[config.mk]
export PLATFORM = sky130hd
export DESIGN_NAME = mac_top
export DESIGN_NICKNAME = d
export VERILOG_FILES = /design/src/hw/mac_pkg.sv /design/src/hw/mac_top.sv /design/src/hw/mac_qualify.sv
export SDC_FILE = /design/constraint.sdc
export NUM_CORES = 1
export LEC_CHECK = 0
export ABC_CLOCK_PERIOD_IN_PS = 3300
export BUFFER_PORTS_ARGS = -buffer_cell sky130_fd_sc_hd__buf_2
export CORE_ASPECT_RATIO = 0.8
export CORE_UTILIZATION = 45
export CTS_CLUSTER_SIZE = 14
export DETAILED_ROUTE_END_ITERATION = 10
export PLACE_DENSITY = 0.66
export SETUP_SLACK_MARGIN = 0.5
export SYNTH_ARGS = -nofsm -noshare
export SYNTH_HDL_FRONTEND = slang
export SYNTH_SLANG_ARGS = --single-unit
[constraint.sdc]
create_clock -name i_ref_clk -period 3.3 [get_ports i_ref_clk]
set_input_delay 0.66 -clock i_ref_clk [delete_from_list [all_inputs] [get_ports i_ref_clk]]
set_output_delay 0.66 -clock i_ref_clk [all_outputs]
set_load 0.005 [all_outputs]
[src/hw/mac_pkg.sv]
// monitor alarm control: shared constants, register map and field layout
// assumes a 100 MHz system clock and an APB slave with 32-bit data
package mac_pkg;

   // =========================================================
   // clock and converter timing
   // =========================================================
   localparam int unsigned CLK_HZ          = 100_000_000;
   localparam int unsigned BASE_RATE_SPS   = 500_000;
   localparam int unsigned RATE_CNT_W      = 11;
   // cycles between samples at the fastest rate, code 00
   localparam logic [RATE_CNT_W-1:0] BASE_PERIOD_CYC = RATE_CNT_W'(CLK_HZ / BASE_RATE_SPS);

   // =========================================================
   // bus geometry
   // =========================================================
   localparam int unsigned ADDR_W  = 12;
   localparam int unsigned DATA_W  = 32;
   localparam int unsigned REG_W   = 16;

   // register indexes; byte address is four times the index
   localparam logic [7:0] IDX_OUT_CFG  = 8'h4c;
   localparam logic [7:0] IDX_CONV_CFG = 8'h4d;
   localparam logic [7:0] IDX_ALARM_ENABLE_CONTROL = 8'h4e;
   localparam logic [7:0] IDX_STATUS   = 8'h4f;
   localparam logic [7:0] IDX_IRQ_STAT = 8'h50;
   localparam logic [7:0] IDX_IRQ_MASK = 8'h51;

   localparam logic [ADDR_W-1:0] ADDR_OUT_CFG  = {2'b00, IDX_OUT_CFG, 2'b00};
   localparam logic [ADDR_W-1:0] ADDR_CONV_CFG = {2'b00, IDX_CONV_CFG, 2'b00};
   localparam logic [ADDR_W-1:0] ADDR_ALARM_ENABLE_CONTROL = {2'b00, IDX_ALARM_ENABLE_CONTROL, 2'b00};
   localparam logic [ADDR_W-1:0] ADDR_STATUS   = {2'b00, IDX_STATUS, 2'b00};
   localparam logic [ADDR_W-1:0] ADDR_IRQ_STAT = {2'b00, IDX_IRQ_STAT, 2'b00};
   localparam logic [ADDR_W-1:0] ADDR_IRQ_MASK = {2'b00, IDX_IRQ_MASK, 2'b00};

   // =========================================================
   // reset values and writable bits
   // =========================================================
   localparam logic [REG_W-1:0] CONV_CFG_RESET = 16'h0070;
   localparam logic [REG_W-1:0] CONV_CFG_WMASK = 16'h03f8;
   localparam logic [REG_W-1:0] ALARM_ENABLE_CONTROL_RESET = 16'h0000;
   localparam logic [REG_W-1:0] ALARM_ENABLE_CONTROL_WMASK = 16'h7ffc;
   localparam logic [REG_W-1:0] OUT_CFG_RESET  = 16'h0000;
   localparam logic [REG_W-1:0] OUT_CFG_WMASK  = 16'h0200;
   localparam logic [REG_W-1:0] SRC_MASK       = 16'h7ff8;

   // =========================================================
   // field positions
   // =========================================================
   localparam int unsigned RATE_LSB          = 8;
   localparam int unsigned VFILT_LSB         = 5;
   localparam int unsigned TFILT_LSB         = 3;
   localparam int unsigned LATCH_DIS_BIT     = 2;
   localparam int unsigned ALARM_OUT_EN_BIT  = 9;
   localparam int unsigned GLOBAL_FLAG_BIT   = 6;
   localparam int unsigned SRC_LSB           = 3;
   localparam int unsigned NUM_SRC           = 12;
   // sources at or above this index are the four voltage inputs
   localparam int unsigned FIRST_VOLT_SRC    = 8;
   localparam int unsigned CNT_W             = 9;

endpackage

[src/hw/mac_top.sv]
// monitor alarm control: configuration registers, alarm qualification, flags, alarm pin
// assumes an APB master on the system clock and same-clock sample and range inputs
//
// Functional notes
// [RULE1] rate field bits 9-8 picks sample rate
// [RULE2] voltage alarm after 1..256 consecutive bad samples
// [RULE3] temperature alarm after 1..8 consecutive bad samples
// [RULE4] one good sample restarts the run count
// [RULE5] bit 14 gates input zero alarm
// [RULE6] flags always set; pin only when enabled
// [RULE7] bit 13 gates input one alarm
// [RULE8] bit 12 gates input two alarm
// [RULE9] bit 11 gates input three alarm
// [RULE10] bit 10 gates local temperature low alarm
// [RULE11] bit 9 gates local temperature high alarm
// [RULE12] bit 8 gates remote one low alarm
// [RULE13] converter config resets 0070h, upper bits zero
// [RULE14] alarm control resets 0000h, reserved bits zero
// [RULE15] bits 7-3 gate remote high, low, fault alarms
// [RULE16] bit 2 selects held or live flags
// [RULE17] alarm pin needs output enable bit 9
// [RULE18] global flag ORs flags, clears on status read
// [RULE19] reserved writes ignored; new count from next sample
`timescale 1ns/1ps
module mac_top
   import mac_pkg::*;
(
   input  wire logic                     i_ref_clk,
   input  wire logic                     i_rst_n,
   input  wire logic                     i_clk_en,
   // apb slave
   input  wire logic                     i_psel,
   input  wire logic                     i_penable,
   input  wire logic                     i_pwrite,
   input  wire logic [mac_pkg::ADDR_W-1:0] i_paddr,
   input  wire logic [mac_pkg::DATA_W-1:0] i_pwdata,
   output logic      [mac_pkg::DATA_W-1:0] o_prdata,
   output logic                          o_pready,
   output logic                          o_pslverr,
   // per-source samples, ordered as the enable bits 3..14
   input  wire logic [mac_pkg::NUM_SRC-1:0] i_sample_valid,
   input  wire logic [mac_pkg::NUM_SRC-1:0] i_out_of_range,
   // converter and alarm side
   output logic      [1:0]               o_sample_rate_select,
   output logic                          o_sample_tick,
   output logic                          o_alarm_n,
   output logic                          o_irq
);
   import mac_pkg::*;

   // =========================================================
   // declarations
   // =========================================================
   logic [REG_W-1:0]      conv_cfg_reg;
   logic [REG_W-1:0]      alarm_enable_control_reg;
   logic [REG_W-1:0]      out_cfg_reg;
   logic [REG_W-1:0]      flag_reg;
   logic [REG_W-1:0]      flag_next;
   logic [REG_W-1:0]      irq_stat_reg;
   logic [REG_W-1:0]      irq_stat_next;
   logic [REG_W-1:0]      irq_mask_reg;
   logic                  global_reg;
   logic [NUM_SRC-1:0]    src_active;
   logic [CNT_W-1:0]      volt_target;
   logic [CNT_W-1:0]      temp_target;
   logic [2:0]            volt_code;
   logic [1:0]            temp_code;
   logic [RATE_CNT_W-1:0] rate_cnt_reg;
   logic [RATE_CNT_W-1:0] rate_period_m1;
   logic                  apb_access;
   logic                  apb_write;
   logic                  apb_read;
   logic                  status_read;
   logic [REG_W-1:0]      wdata16;
   logic [REG_W-1:0]      rdata_next;
   logic                  addr_hit;

   // =========================================================
   // apb handshake
   // =========================================================
   // one wait state: pready rises in the second access cycle, the transfer
   // completes at the edge where pready is seen high
   assign apb_access  = i_psel && i_penable && o_pready;
   assign apb_write   = apb_access && i_pwrite;
   assign apb_read    = apb_access && !i_pwrite;
   assign status_read = apb_read && (i_paddr == ADDR_STATUS);
   assign wdata16     = i_pwdata[REG_W-1:0];

   always_ff @(posedge i_ref_clk or negedge i_rst_n) begin
      if (!i_rst_n) begin
         o_pready <= 1'b0;
      end else if (i_clk_en) begin
         o_pready <= i_psel && i_penable && !o_pready;
      end
   end

   // =========================================================
   // read decode
   // =========================================================
   always_comb begin
      rdata_next = '0;
      addr_hit   = 1'b1;
      if (i_paddr == ADDR_CONV_CFG) begin
         rdata_next = conv_cfg_reg;
      end else if (i_paddr == ADDR_ALARM_ENABLE_CONTROL) begin
         rdata_next = alarm_enable_control_reg;
      end else if (i_paddr == ADDR_OUT_CFG) begin
         rdata_next = out_cfg_reg;
         rdata_next[GLOBAL_FLAG_BIT] = global_reg;
      end else if (i_paddr == ADDR_STATUS) begin
         rdata_next = flag_reg & SRC_MASK;
      end else if (i_paddr == ADDR_IRQ_STAT) begin
         rdata_next = irq_stat_reg;
      end else if (i_paddr == ADDR_IRQ_MASK) begin
         rdata_next = irq_mask_reg;
      end else begin
         addr_hit   = 1'b0;
      end
   end

   // read data and error are loaded together with pready
   always_ff @(posedge i_ref_clk or negedge i_rst_n) begin
      if (!i_rst_n) begin
         o_prdata  <= '0;
         o_pslverr <= 1'b0;
      end else if (i_clk_en) begin
         if (i_psel && i_penable && !o_pready) begin
            o_prdata  <= {{(DATA_W-REG_W){1'b0}}, rdata_next};
            o_pslverr <= !addr_hit;
         end else begin
            o_pslverr <= 1'b0;
         end
      end
   end

   // =========================================================
   // configuration registers
   // =========================================================
   always_ff @(posedge i_ref_clk or negedge i_rst_n) begin
      if (!i_rst_n) begin
         conv_cfg_reg <= CONV_CFG_RESET;                                // [RULE13]
      end else if (i_clk_en && apb_write && i_paddr == ADDR_CONV_CFG) begin
         conv_cfg_reg <= wdata16 & CONV_CFG_WMASK;                      // [RULE13] [RULE19]
      end
   end

   always_ff @(posedge i_ref_clk or negedge i_rst_n) begin
      if (!i_rst_n) begin
         alarm_enable_control_reg <= ALARM_ENABLE_CONTROL_RESET;                                // [RULE14]
      end else if (i_clk_en && apb_write && i_paddr == ADDR_ALARM_ENABLE_CONTROL) begin
         alarm_enable_control_reg <= wdata16 & ALARM_ENABLE_CONTROL_WMASK;                      // [RULE14] [RULE19]
      end
   end

   always_ff @(posedge i_ref_clk or negedge i_rst_n) begin
      if (!i_rst_n) begin
         out_cfg_reg <= OUT_CFG_RESET;
      end else if (i_clk_en && apb_write && i_paddr == ADDR_OUT_CFG) begin
         out_cfg_reg <= wdata16 & OUT_CFG_WMASK;                        // [RULE19]
      end
   end

   always_ff @(posedge i_ref_clk or negedge i_rst_n) begin
      if (!i_rst_n) begin
         irq_mask_reg <= '0;
      end else if (i_clk_en && apb_write && i_paddr == ADDR_IRQ_MASK) begin
         irq_mask_reg <= wdata16 & SRC_MASK;
      end
   end

   // =========================================================
   // sample rate
   // =========================================================
   // each code step halves the rate: 500, 250, 125, 62.5 kSPS
   assign rate_period_m1 = (BASE_PERIOD_CYC << conv_cfg_reg[RATE_LSB +: 2])
                           - RATE_CNT_W'(1);                            // [RULE1]

   always_ff @(posedge i_ref_clk or negedge i_rst_n) begin
      if (!i_rst_n) begin
         rate_cnt_reg  <= '0;
         o_sample_tick <= 1'b0;
      end else if (i_clk_en) begin
         if (rate_cnt_reg >= rate_period_m1) begin                      // [RULE1]
            rate_cnt_reg  <= '0;
            o_sample_tick <= 1'b1;
         end else begin
            rate_cnt_reg  <= rate_cnt_reg + RATE_CNT_W'(1);
            o_sample_tick <= 1'b0;
         end
      end
   end

   always_ff @(posedge i_ref_clk or negedge i_rst_n) begin
      if (!i_rst_n) begin
         o_sample_rate_select <= CONV_CFG_RESET[RATE_LSB +: 2];
      end else if (i_clk_en) begin
         o_sample_rate_select <= conv_cfg_reg[RATE_LSB +: 2];           // [RULE1]
      end
   end

   // =========================================================
   // filter counts
   // =========================================================
   assign volt_code = conv_cfg_reg[VFILT_LSB +: 3];
   assign temp_code = conv_cfg_reg[TFILT_LSB +: 2];

   // voltage: 1, 4, 8, 16, 32, 64, 128, 256
   assign volt_target = (volt_code == 3'h0) ? CNT_W'(1)
                        : (CNT_W'(1) << ({1'b0, volt_code} + 4'h1));    // [RULE2]
   // temperature: 1, 2, 4, 8
   assign temp_target = CNT_W'(1) << temp_code;                         // [RULE3]

   // =========================================================
   // per-source qualification and flags
   // =========================================================
   assign flag_next[SRC_LSB-1:0]       = '0;
   assign flag_next[REG_W-1]           = 1'b0;

   generate
      for (genvar j = 0; j < NUM_SRC; j++) begin : g_src
         mac_qualify u_qual (
            .i_ref_clk      (i_ref_clk),
            .i_rst_n        (i_rst_n),
            .i_clk_en       (i_clk_en),
            .i_sample       (i_sample_valid[j]),
            .i_out_of_range (i_out_of_range[j]),
            .i_target       ((j >= FIRST_VOLT_SRC) ? volt_target : temp_target),
            .o_active       (src_active[j])
         );

         // live mode follows the condition; held mode clears only on a status
         // read after the condition has gone, and a new condition wins
         assign flag_next[j+SRC_LSB] =
            alarm_enable_control_reg[LATCH_DIS_BIT] ? src_active[j]                 // [RULE16]
            : (src_active[j] || (flag_reg[j+SRC_LSB] && !status_read)); // [RULE6] [RULE16]
      end
   endgenerate

   always_ff @(posedge i_ref_clk or negedge i_rst_n) begin
      if (!i_rst_n) begin
         flag_reg <= '0;
      end else if (i_clk_en) begin
         flag_reg <= flag_next;                                         // [RULE6]
      end
   end

   // =========================================================
   // global alarm flag
   // =========================================================
   always_ff @(posedge i_ref_clk or negedge i_rst_n) begin
      if (!i_rst_n) begin
         global_reg <= 1'b0;
      end else if (i_clk_en) begin
         if (|(flag_next & SRC_MASK)) begin                             // [RULE18]
            global_reg <= 1'b1;
         end else if (status_read) begin
            global_reg <= 1'b0;                                         // [RULE18]
         end
      end
   end

   // =========================================================
   // alarm pin
   // =========================================================
   // bit positions of flags and enables coincide, so one or-reduce covers
   // inputs zero to three (14..11), local temp (10, 9), remote (8..3)
   always_ff @(posedge i_ref_clk or negedge i_rst_n) begin
      if (!i_rst_n) begin
         o_alarm_n <= 1'b1;
      end else if (i_clk_en) begin
         o_alarm_n <= !(out_cfg_reg[ALARM_OUT_EN_BIT]                   // [RULE17]
                        && |(flag_next & alarm_enable_control_reg & SRC_MASK));     // [RULE5] [RULE6] [RULE7] [RULE8] [RULE9] [RULE10] [RULE11] [RULE12] [RULE15]
      end
   end

   // =========================================================
   // interrupt status, write one to clear, set wins
   // =========================================================
   always_comb begin
      irq_stat_next = irq_stat_reg;
      if (apb_write && i_paddr == ADDR_IRQ_STAT) begin
         irq_stat_next = irq_stat_reg & ~wdata16;
      end
      irq_stat_next = (irq_stat_next | (flag_next & ~flag_reg)) & SRC_MASK;
   end

   always_ff @(posedge i_ref_clk or negedge i_rst_n) begin
      if (!i_rst_n) begin
         irq_stat_reg <= '0;
         o_irq        <= 1'b0;
      end else if (i_clk_en) begin
         irq_stat_reg <= irq_stat_next;
         o_irq        <= |(irq_stat_next & irq_mask_reg);
      end
   end

endmodule

[src/hw/mac_qualify.sv]
// monitor alarm control: consecutive out-of-range run counter for one source
// assumes sample strobes and range results come from logic on the same clock
`timescale 1ns/1ps
module mac_qualify
   import mac_pkg::*;
(
   input  wire logic             i_ref_clk,
   input  wire logic             i_rst_n,
   input  wire logic             i_clk_en,
   input  wire logic             i_sample,
   input  wire logic             i_out_of_range,
   input  wire logic [CNT_W-1:0] i_target,
   output logic                  o_active
);
   import mac_pkg::*;

   logic [CNT_W-1:0] run_reg;
   logic [CNT_W:0]   run_plus;

   assign run_plus = {1'b0, run_reg} + (CNT_W+1)'(1);

   // =========================================================
   // run counter and qualified condition
   // =========================================================
   // target read on each strobe: a new count applies from the next sample
   always_ff @(posedge i_ref_clk or negedge i_rst_n) begin
      if (!i_rst_n) begin
         run_reg  <= '0;
         o_active <= 1'b0;
      end else if (i_clk_en && i_sample) begin
         if (i_out_of_range) begin
            if (run_plus >= {1'b0, i_target}) begin                  // [RULE2] [RULE3] [RULE19]
               run_reg  <= i_target;
               o_active <= 1'b1;
            end else begin
               run_reg  <= run_plus[CNT_W-1:0];
            end
         end else begin
            run_reg  <= '0;                                           // [RULE4]
            o_active <= 1'b0;
         end
      end
   end

endmodule

=== Word level (Yosys, flattened, before mapping) ===
Cells that the tools add are included.

* Add/subtract/negate cells: 15
* Order comparisons: 13
* Equal/unequal tests: 18
* Shift-type cells: 3
* Mux-type cells: 79
* Bitwise logic cells: 7
* Reductions and logical operators: 73

{| class="wikitable"
|+ Operator list
! kind !! count
|-
| 2-to-1 mux 9 bit || 25
|-
| adder 9 x 1 -> 10 bit (second input constant) || 12
|-
| >= comparator 10 x 9 -> 1 bit || 12
|-
| equality test 12 x 9 -> 1 bit (second input constant) || 6
|-
| AND 15 bit || 4
|-
| 2-to-1 mux 15 bit || 4
|-
| 2-to-1 mux 16 bit || 3
|-
| 2-to-1 mux 1 bit || 46
|-
| logical AND 1 bit || 37
|-
| NOT 15 bit || 2
|-
| AND reduction 2 bit || 14
|-
| != test 2 x 1 -> 1 bit (second input constant) || 12
|-
| OR reduction 12 bit || 2
|-
| OR reduction 16 bit || 1
|-
| OR 15 bit || 1
|-
| logical OR 1 bit || 12
|-
| adder 11 x 1 -> 11 bit (second input constant) || 1
|-
| >= comparator 11 bit || 1
|-
| 2-to-1 mux 11 bit || 1
|-
| << shifter 8 x 2 -> 11 bit (first input constant) || 1
|-
| subtractor 11 x 1 -> 11 bit (second input constant) || 1
|-
| << shifter 1 x 2 -> 9 bit (first input constant) || 1
|-
| << shifter 1 x 4 -> 9 bit (first input constant) || 1
|-
| zero test 1 bit || 5
|-
| other kinds (3) || 3
|}

* Bits in registers: 212
* Input bits: 74
* Output and inout bits: 39
* Logic and storage cells: 247

=== Longest topological paths before layout ===
* Depth in word-level cells: 12
* Gate-level depth with buffers: 13
* Depth with buffers taken out: 12

=== By module ===
From an unflattened synthesis, not the netlist that was laid out.

* Cells, all modules: 1,587
* Area total of the unflattened synthesis: 14,853.0 um2

{| class="wikitable"
|+ By module, submodules not included
! module !! instances !! cells each !! area each (um2) !! sequential area each (um2)
|-
| mac_qualify at g_src[0].u_qual ... || 11 || 90 || 812.0 || 250.2
|-
| mac_top || 1 || 481 || 4,909.7 || 2,232.1
|-
| mac_qualify at g_src[6].u_qual || 1 || 116 || 1,011.0 || 250.2
|}

=== Least setup slack after synthesis ===
OpenSTA, ideal clock, no wires.

* Path kind: flip-flop to flip-flop
* Start point: register conv_cfg_reg[5]
* End point: register g_src[10].u_qual.run_reg[4]
* Library setup time: 126 ps
* Data arrival time: 2,877 ps
* Data required time: 3,174 ps
* Setup slack: 297 ps
* Cell stages (with the launch flop): 12
* Buffers on the path: 2
* Clock period less this slack: 3,003 ps
* Cells stage by stage: dfstp_2 buf_2 nor3b_1 inv_1 ha_1 or4b_1 a21oi_1 maj3_1 o21ai_2 a21bo_4 buf_6 a221o_1

* Cells in the longest elaborated chain, start to end: 6
* Elaborated cells on any way between the ends: 7
* Those cells by class: add/sub (1); order compare (1); shift (1); mux (3); reduce/logical (1)

{| class="wikitable"
|+ Ends and longest elaborated chain
! element !! line !! text
|-
| start, declared || mac_top.sv:54 || <nowiki>logic [REG_W-1:0] conv_cfg_reg;</nowiki>
|-
| start signal, assigned || mac_top.sv:143 || <nowiki>conv_cfg_reg <= wdata16 & CONV_CFG_WMASK;</nowiki>
|-
| adder 3 x 1 -> 4 bit || mac_top.sv:209 || <nowiki>: (CNT_W'(1) << ({1'b0, volt_code} + 4'h1));</nowiki>
|-
| << shifter 1 x 4 -> 9 bit || mac_top.sv:209 ||
|-
| 2-to-1 mux 9 bit (*) || mac_top.sv:208 || <nowiki>assign volt_target = (volt_code == 3'h0) ? CNT_W'(1)</nowiki>
|-
| >= comparator 10 x 9 -> 1 bit || mac_qualify.sv:32 || <nowiki>if (run_plus >= {1'b0, i_target}) begin</nowiki>
|-
| 2-to-1 mux 9 bit (*) || mac_qualify.sv:32 ||
|-
| 2-to-1 mux 9 bit (*) || mac_qualify.sv:31 || <nowiki>if (i_out_of_range) begin</nowiki>
|-
| end signal, assigned || mac_qualify.sv:33 || <nowiki>run_reg <= i_target;</nowiki>
|-
| end signal, assigned || mac_qualify.sv:36 || <nowiki>run_reg <= run_plus[CNT_W-1:0];</nowiki>
|-
| end, declared || mac_qualify.sv:17 || <nowiki>logic [CNT_W-1:0] run_reg;</nowiki>
|}

Mark *: on every way between the ends. The rest lies on a longest branch, timed or not.
A chain may end at the register's enable or synchronous reset.

=== Worst setup path in the final report ===
* Start point: register conv_cfg_reg[6]
* End point: register g_src[10].u_qual.run_reg[2]

Same word-level chain as after synthesis.

==> metrics.yaml <==
synth_compound_area_share_pct: 19.0
grt_pass1_vias: 10100
power.density_nw_per_um2: 595
crit_type: "reg -> reg"
wl_per_cell_um: 18.7
place_congestion: 0.909
met1_usage_pct: 35.1
nets: 1613
busiest_layer: "met1"
slowest_delay_ns: 0.47
synth_seq_area_share_pct: 40.9
pre_cts_slack_ns: 0.245
floorplan.initialDensity_pct: 46.4
synth_xor_area_share_pct: 3.42
path_clk_slew_ns: 0.07
async_reset_ff_share_pct: 100
synth_top_family_by_area: "compound AO/OA/AOI/OAI gates"
grt_overflow_total: 0
viasPerCell: 5.86
syn_avg_cell_area_um2: 9.73
finalSetupViolations: 0
hold_path.class: "in -> async"
cts_buffers: 23
layout_min_cycle_time_ns: 2.83
cts-root-buf: "clkbuf_16"
fin_ws_ns: 0.469
dp.cells: 1752
grt_usage_pct: 23.0
worst_hold_slack_ns: 0.158
synth_top_area_share_pct: 40.1
clock-sinks: 209
synthSimpleGateAreaFrac_pct: 18.2
status: "finished, final reports clean"
p_leak_nw: 7.04
htreeDepth: 1
dp_hpwl_um: 23600
clock_path_buffers: 3
largest_reg_flops: 108
drive_above_1_share_pct: 22.0
synth_area_leader_cell: "dfrtp_1"
use_met2_pct: 34.0
synth_ff_type: "dfrtp_1"
antenna_found_initial: 0
path_max_fanout: 7
grt_max_degree: 92
muxShareOfSynthArea_pct: 5.75
fin_worst_skew_ns: 0.0117
core-area_um2: 27600
worst_pin_slew_ns: 1.03
dr.pass1.iters: 5
rsz0062_at_grt: "yes"
crit_arrival_ns: 3.24
ant_nets: 0
fin_tns_setup_ns: 0
report.final.slew_viol_count: 0
route.vias.total: 10700
post-route-drc-count: 0
path_cells: "or3_4 -> inv_8 -> buf_12 -> ha_4 -> or4b_4 -> a21oi_2 -> maj3_2 -> o21ai_4 -> a21bo_4 -> mux2i_1 -> a22o_1"
critPathSlowestCell: "or4b_4"
relSlewSlack_pct: 30.7
maxCapViolations: 0
post-route-period-util_pct: 85.8
ios: 113
path_buf_inv: 2
stdcell_count: 1834
first_iter_violations: 756
io_buffer_count: 74
antennaDiodeCount: 0
netlist_area_um2: 12800
grt_util_met3_pct: 2.86
syn2layout_area_growth_pct: 20.0
drt_wl_total_um: 34400
dieArea_um2: 29100
startpoint_type: "flip-flop"
grt_pass1_wl_um: 54100
insertion_delay_ns: 0.52
ys_seq_elements: 209
max_freq_mhz: 353
holdBufCountCts: 0
rrSetupSlack_ns: 0.47
netlist_instances: 1315
die_h_um: 153
hold_viol: 0
yosys_warnings: 0
cts_tree: "done"
netlist_top_cells_area: "dfrtp_1 (40%), ha_1 (8.3%), o21ai_0 (3.9%), nand2_1 (3.1%), mux2_2 (3.0%)"
synthAdderAreaFrac_pct: 8.39
rows: 54
yosysUniqueCellTypes: 86
critPathCaptureType: "flip-flop"
crit_required_ns: 3.71
ir_drop_mv: 0.388
synth_edf_count: 0
die_w_um: 190
cpLargestDelayFamily: "simple AND/OR/NAND/NOR gates"
## cell usage in the layout (no fill, tap or decap), types with 17 or more instances in the layout
cell type  Yosys  layout
a21o_1        18      18
a21oi_1       38      34
a22o_1        26      26
a31oi_1       35      35
and2_1        41      40
and3_1        22      21
buf_2         15      72
buf_4         20      73
clkbuf_16      0      24
conb_1         2      20
dfrtp_1      205     200
ha_1          85      74
inv_1         49      44
mux2_2        34      34
mux2i_1       33      32
nand2_1      107     106
nand3_1       61      57
nand4_1       17      17
nor2_1        87      83
nor2b_1       32      32
o21ai_0       99      87
xnor2_1       30      28
xor2_1        20      20
## synth_stat cells (17+ instances only)
| cell type | count |
|---|---|
| xnor2_1 | 30 |
| mux2i_1 | 33 |
| and2_1 | 41 |
| a21oi_1 | 38 |
| xor2_1 | 20 |
| nand4_1 | 17 |
| a21o_1 | 18 |
| nand3_1 | 61 |
| o21ai_0 | 99 |
| ha_1 | 85 |
| dfrtp_1 | 205 |
| mux2_2 | 34 |
| a22o_1 | 26 |
| buf_4 | 20 |
| and3_1 | 22 |
| nor2_1 | 87 |
| o22ai_1 | 17 |
| nor2b_1 | 32 |
| a31oi_1 | 35 |
| clkbuf_1 | 21 |
| inv_1 | 49 |
| nand2_1 | 107 |
## timing repair
| action | in CTS | in global routing |
|---|---|---|
| gates resized for setup | 12 | 73 |
| setup buffers | 13 | 23 |
| setup endpoints to repair | 38 | 59 |
| cloned | 1 | 4 |
| pin swaps | 4 | 33 |
## stage by stage
step | util [%] | total power [mW] | instance area, um2
2_1_floorplan | - | 5.08 | 12900
3_3_place_gp | 49.9 | 5.56 | 13800
3_5_place_dp | 49.9 | 5.65 | 13800
4_1_cts | 53.5 | 8.71 | 14800
5_1_grt | 55.7 | 9.62 | 15300
6_report | 55.7 | 9.13 | 15300
## final timing paths
| path | from | end | cells past startpoint |
|---|---|---|---|
| setup / recovery | conv_cfg_reg[6]$_DFFE_PN1P_ | g_src[10].u_qual.run_reg[2]$_DFFE_PN0P_ | 11 |
| hold / removal | i_rst_n | o_pready$_DFFE_PN0P_ | 1 |
| setup reg to reg | conv_cfg_reg[6]$_DFFE_PN1P_ | g_src[10].u_qual.run_reg[2]$_DFFE_PN0P_ | 11 |
| hold reg to reg | o_prdata[9]$_DFFE_PN0P_ | o_prdata[9]$_DFFE_PN0P_ | 2 |
| max in group asynchronous | i_rst_n | conv_cfg_reg[4]$_DFFE_PN1P_ | 2 |
| min in group i_ref_clk | i_sample_valid[2] | g_src[2].u_qual.run_reg[5]$_DFFE_PN0P_ | 2 |
## report_power, final
part	total, mW	switching, mW	internal (mW)
Clock	2.98	1.13	1.85
Combinational	2.90	1.42	1.49
Sequential	3.25	0.414	2.83
## layer usage
layer	part of all wire, %	wire length, um
met5	0	0
met4	1.9	657
met3	5.9	2030
met2	44	15000
met1	48	16700
## cells by family (layout without fill, tap and decap cells)
kind of cell | count (synthesis) | in the layout
adders and majority gates | 86 | 86
buffers and inverters | 113 | 248
DFF | 209 | 209
xor gates and xnor gates | 50 | 50
AOI/OAI and AO/OA | 343 | 345
other | 2 | 20
and+or+nand+nor | 444 | 444
muxes | 68 | 68
## final cells by class
cell class	instances	area, um2
clock inverter	16	273
inverter	50	201
fill	2346	12200
timing repair buffer	157	1100
sequential	209	5240
multi-input combinational	1013	7490
clock buffer	25	593
tap	364	455
Note: power is estimated with default switching activity, not from simulation.
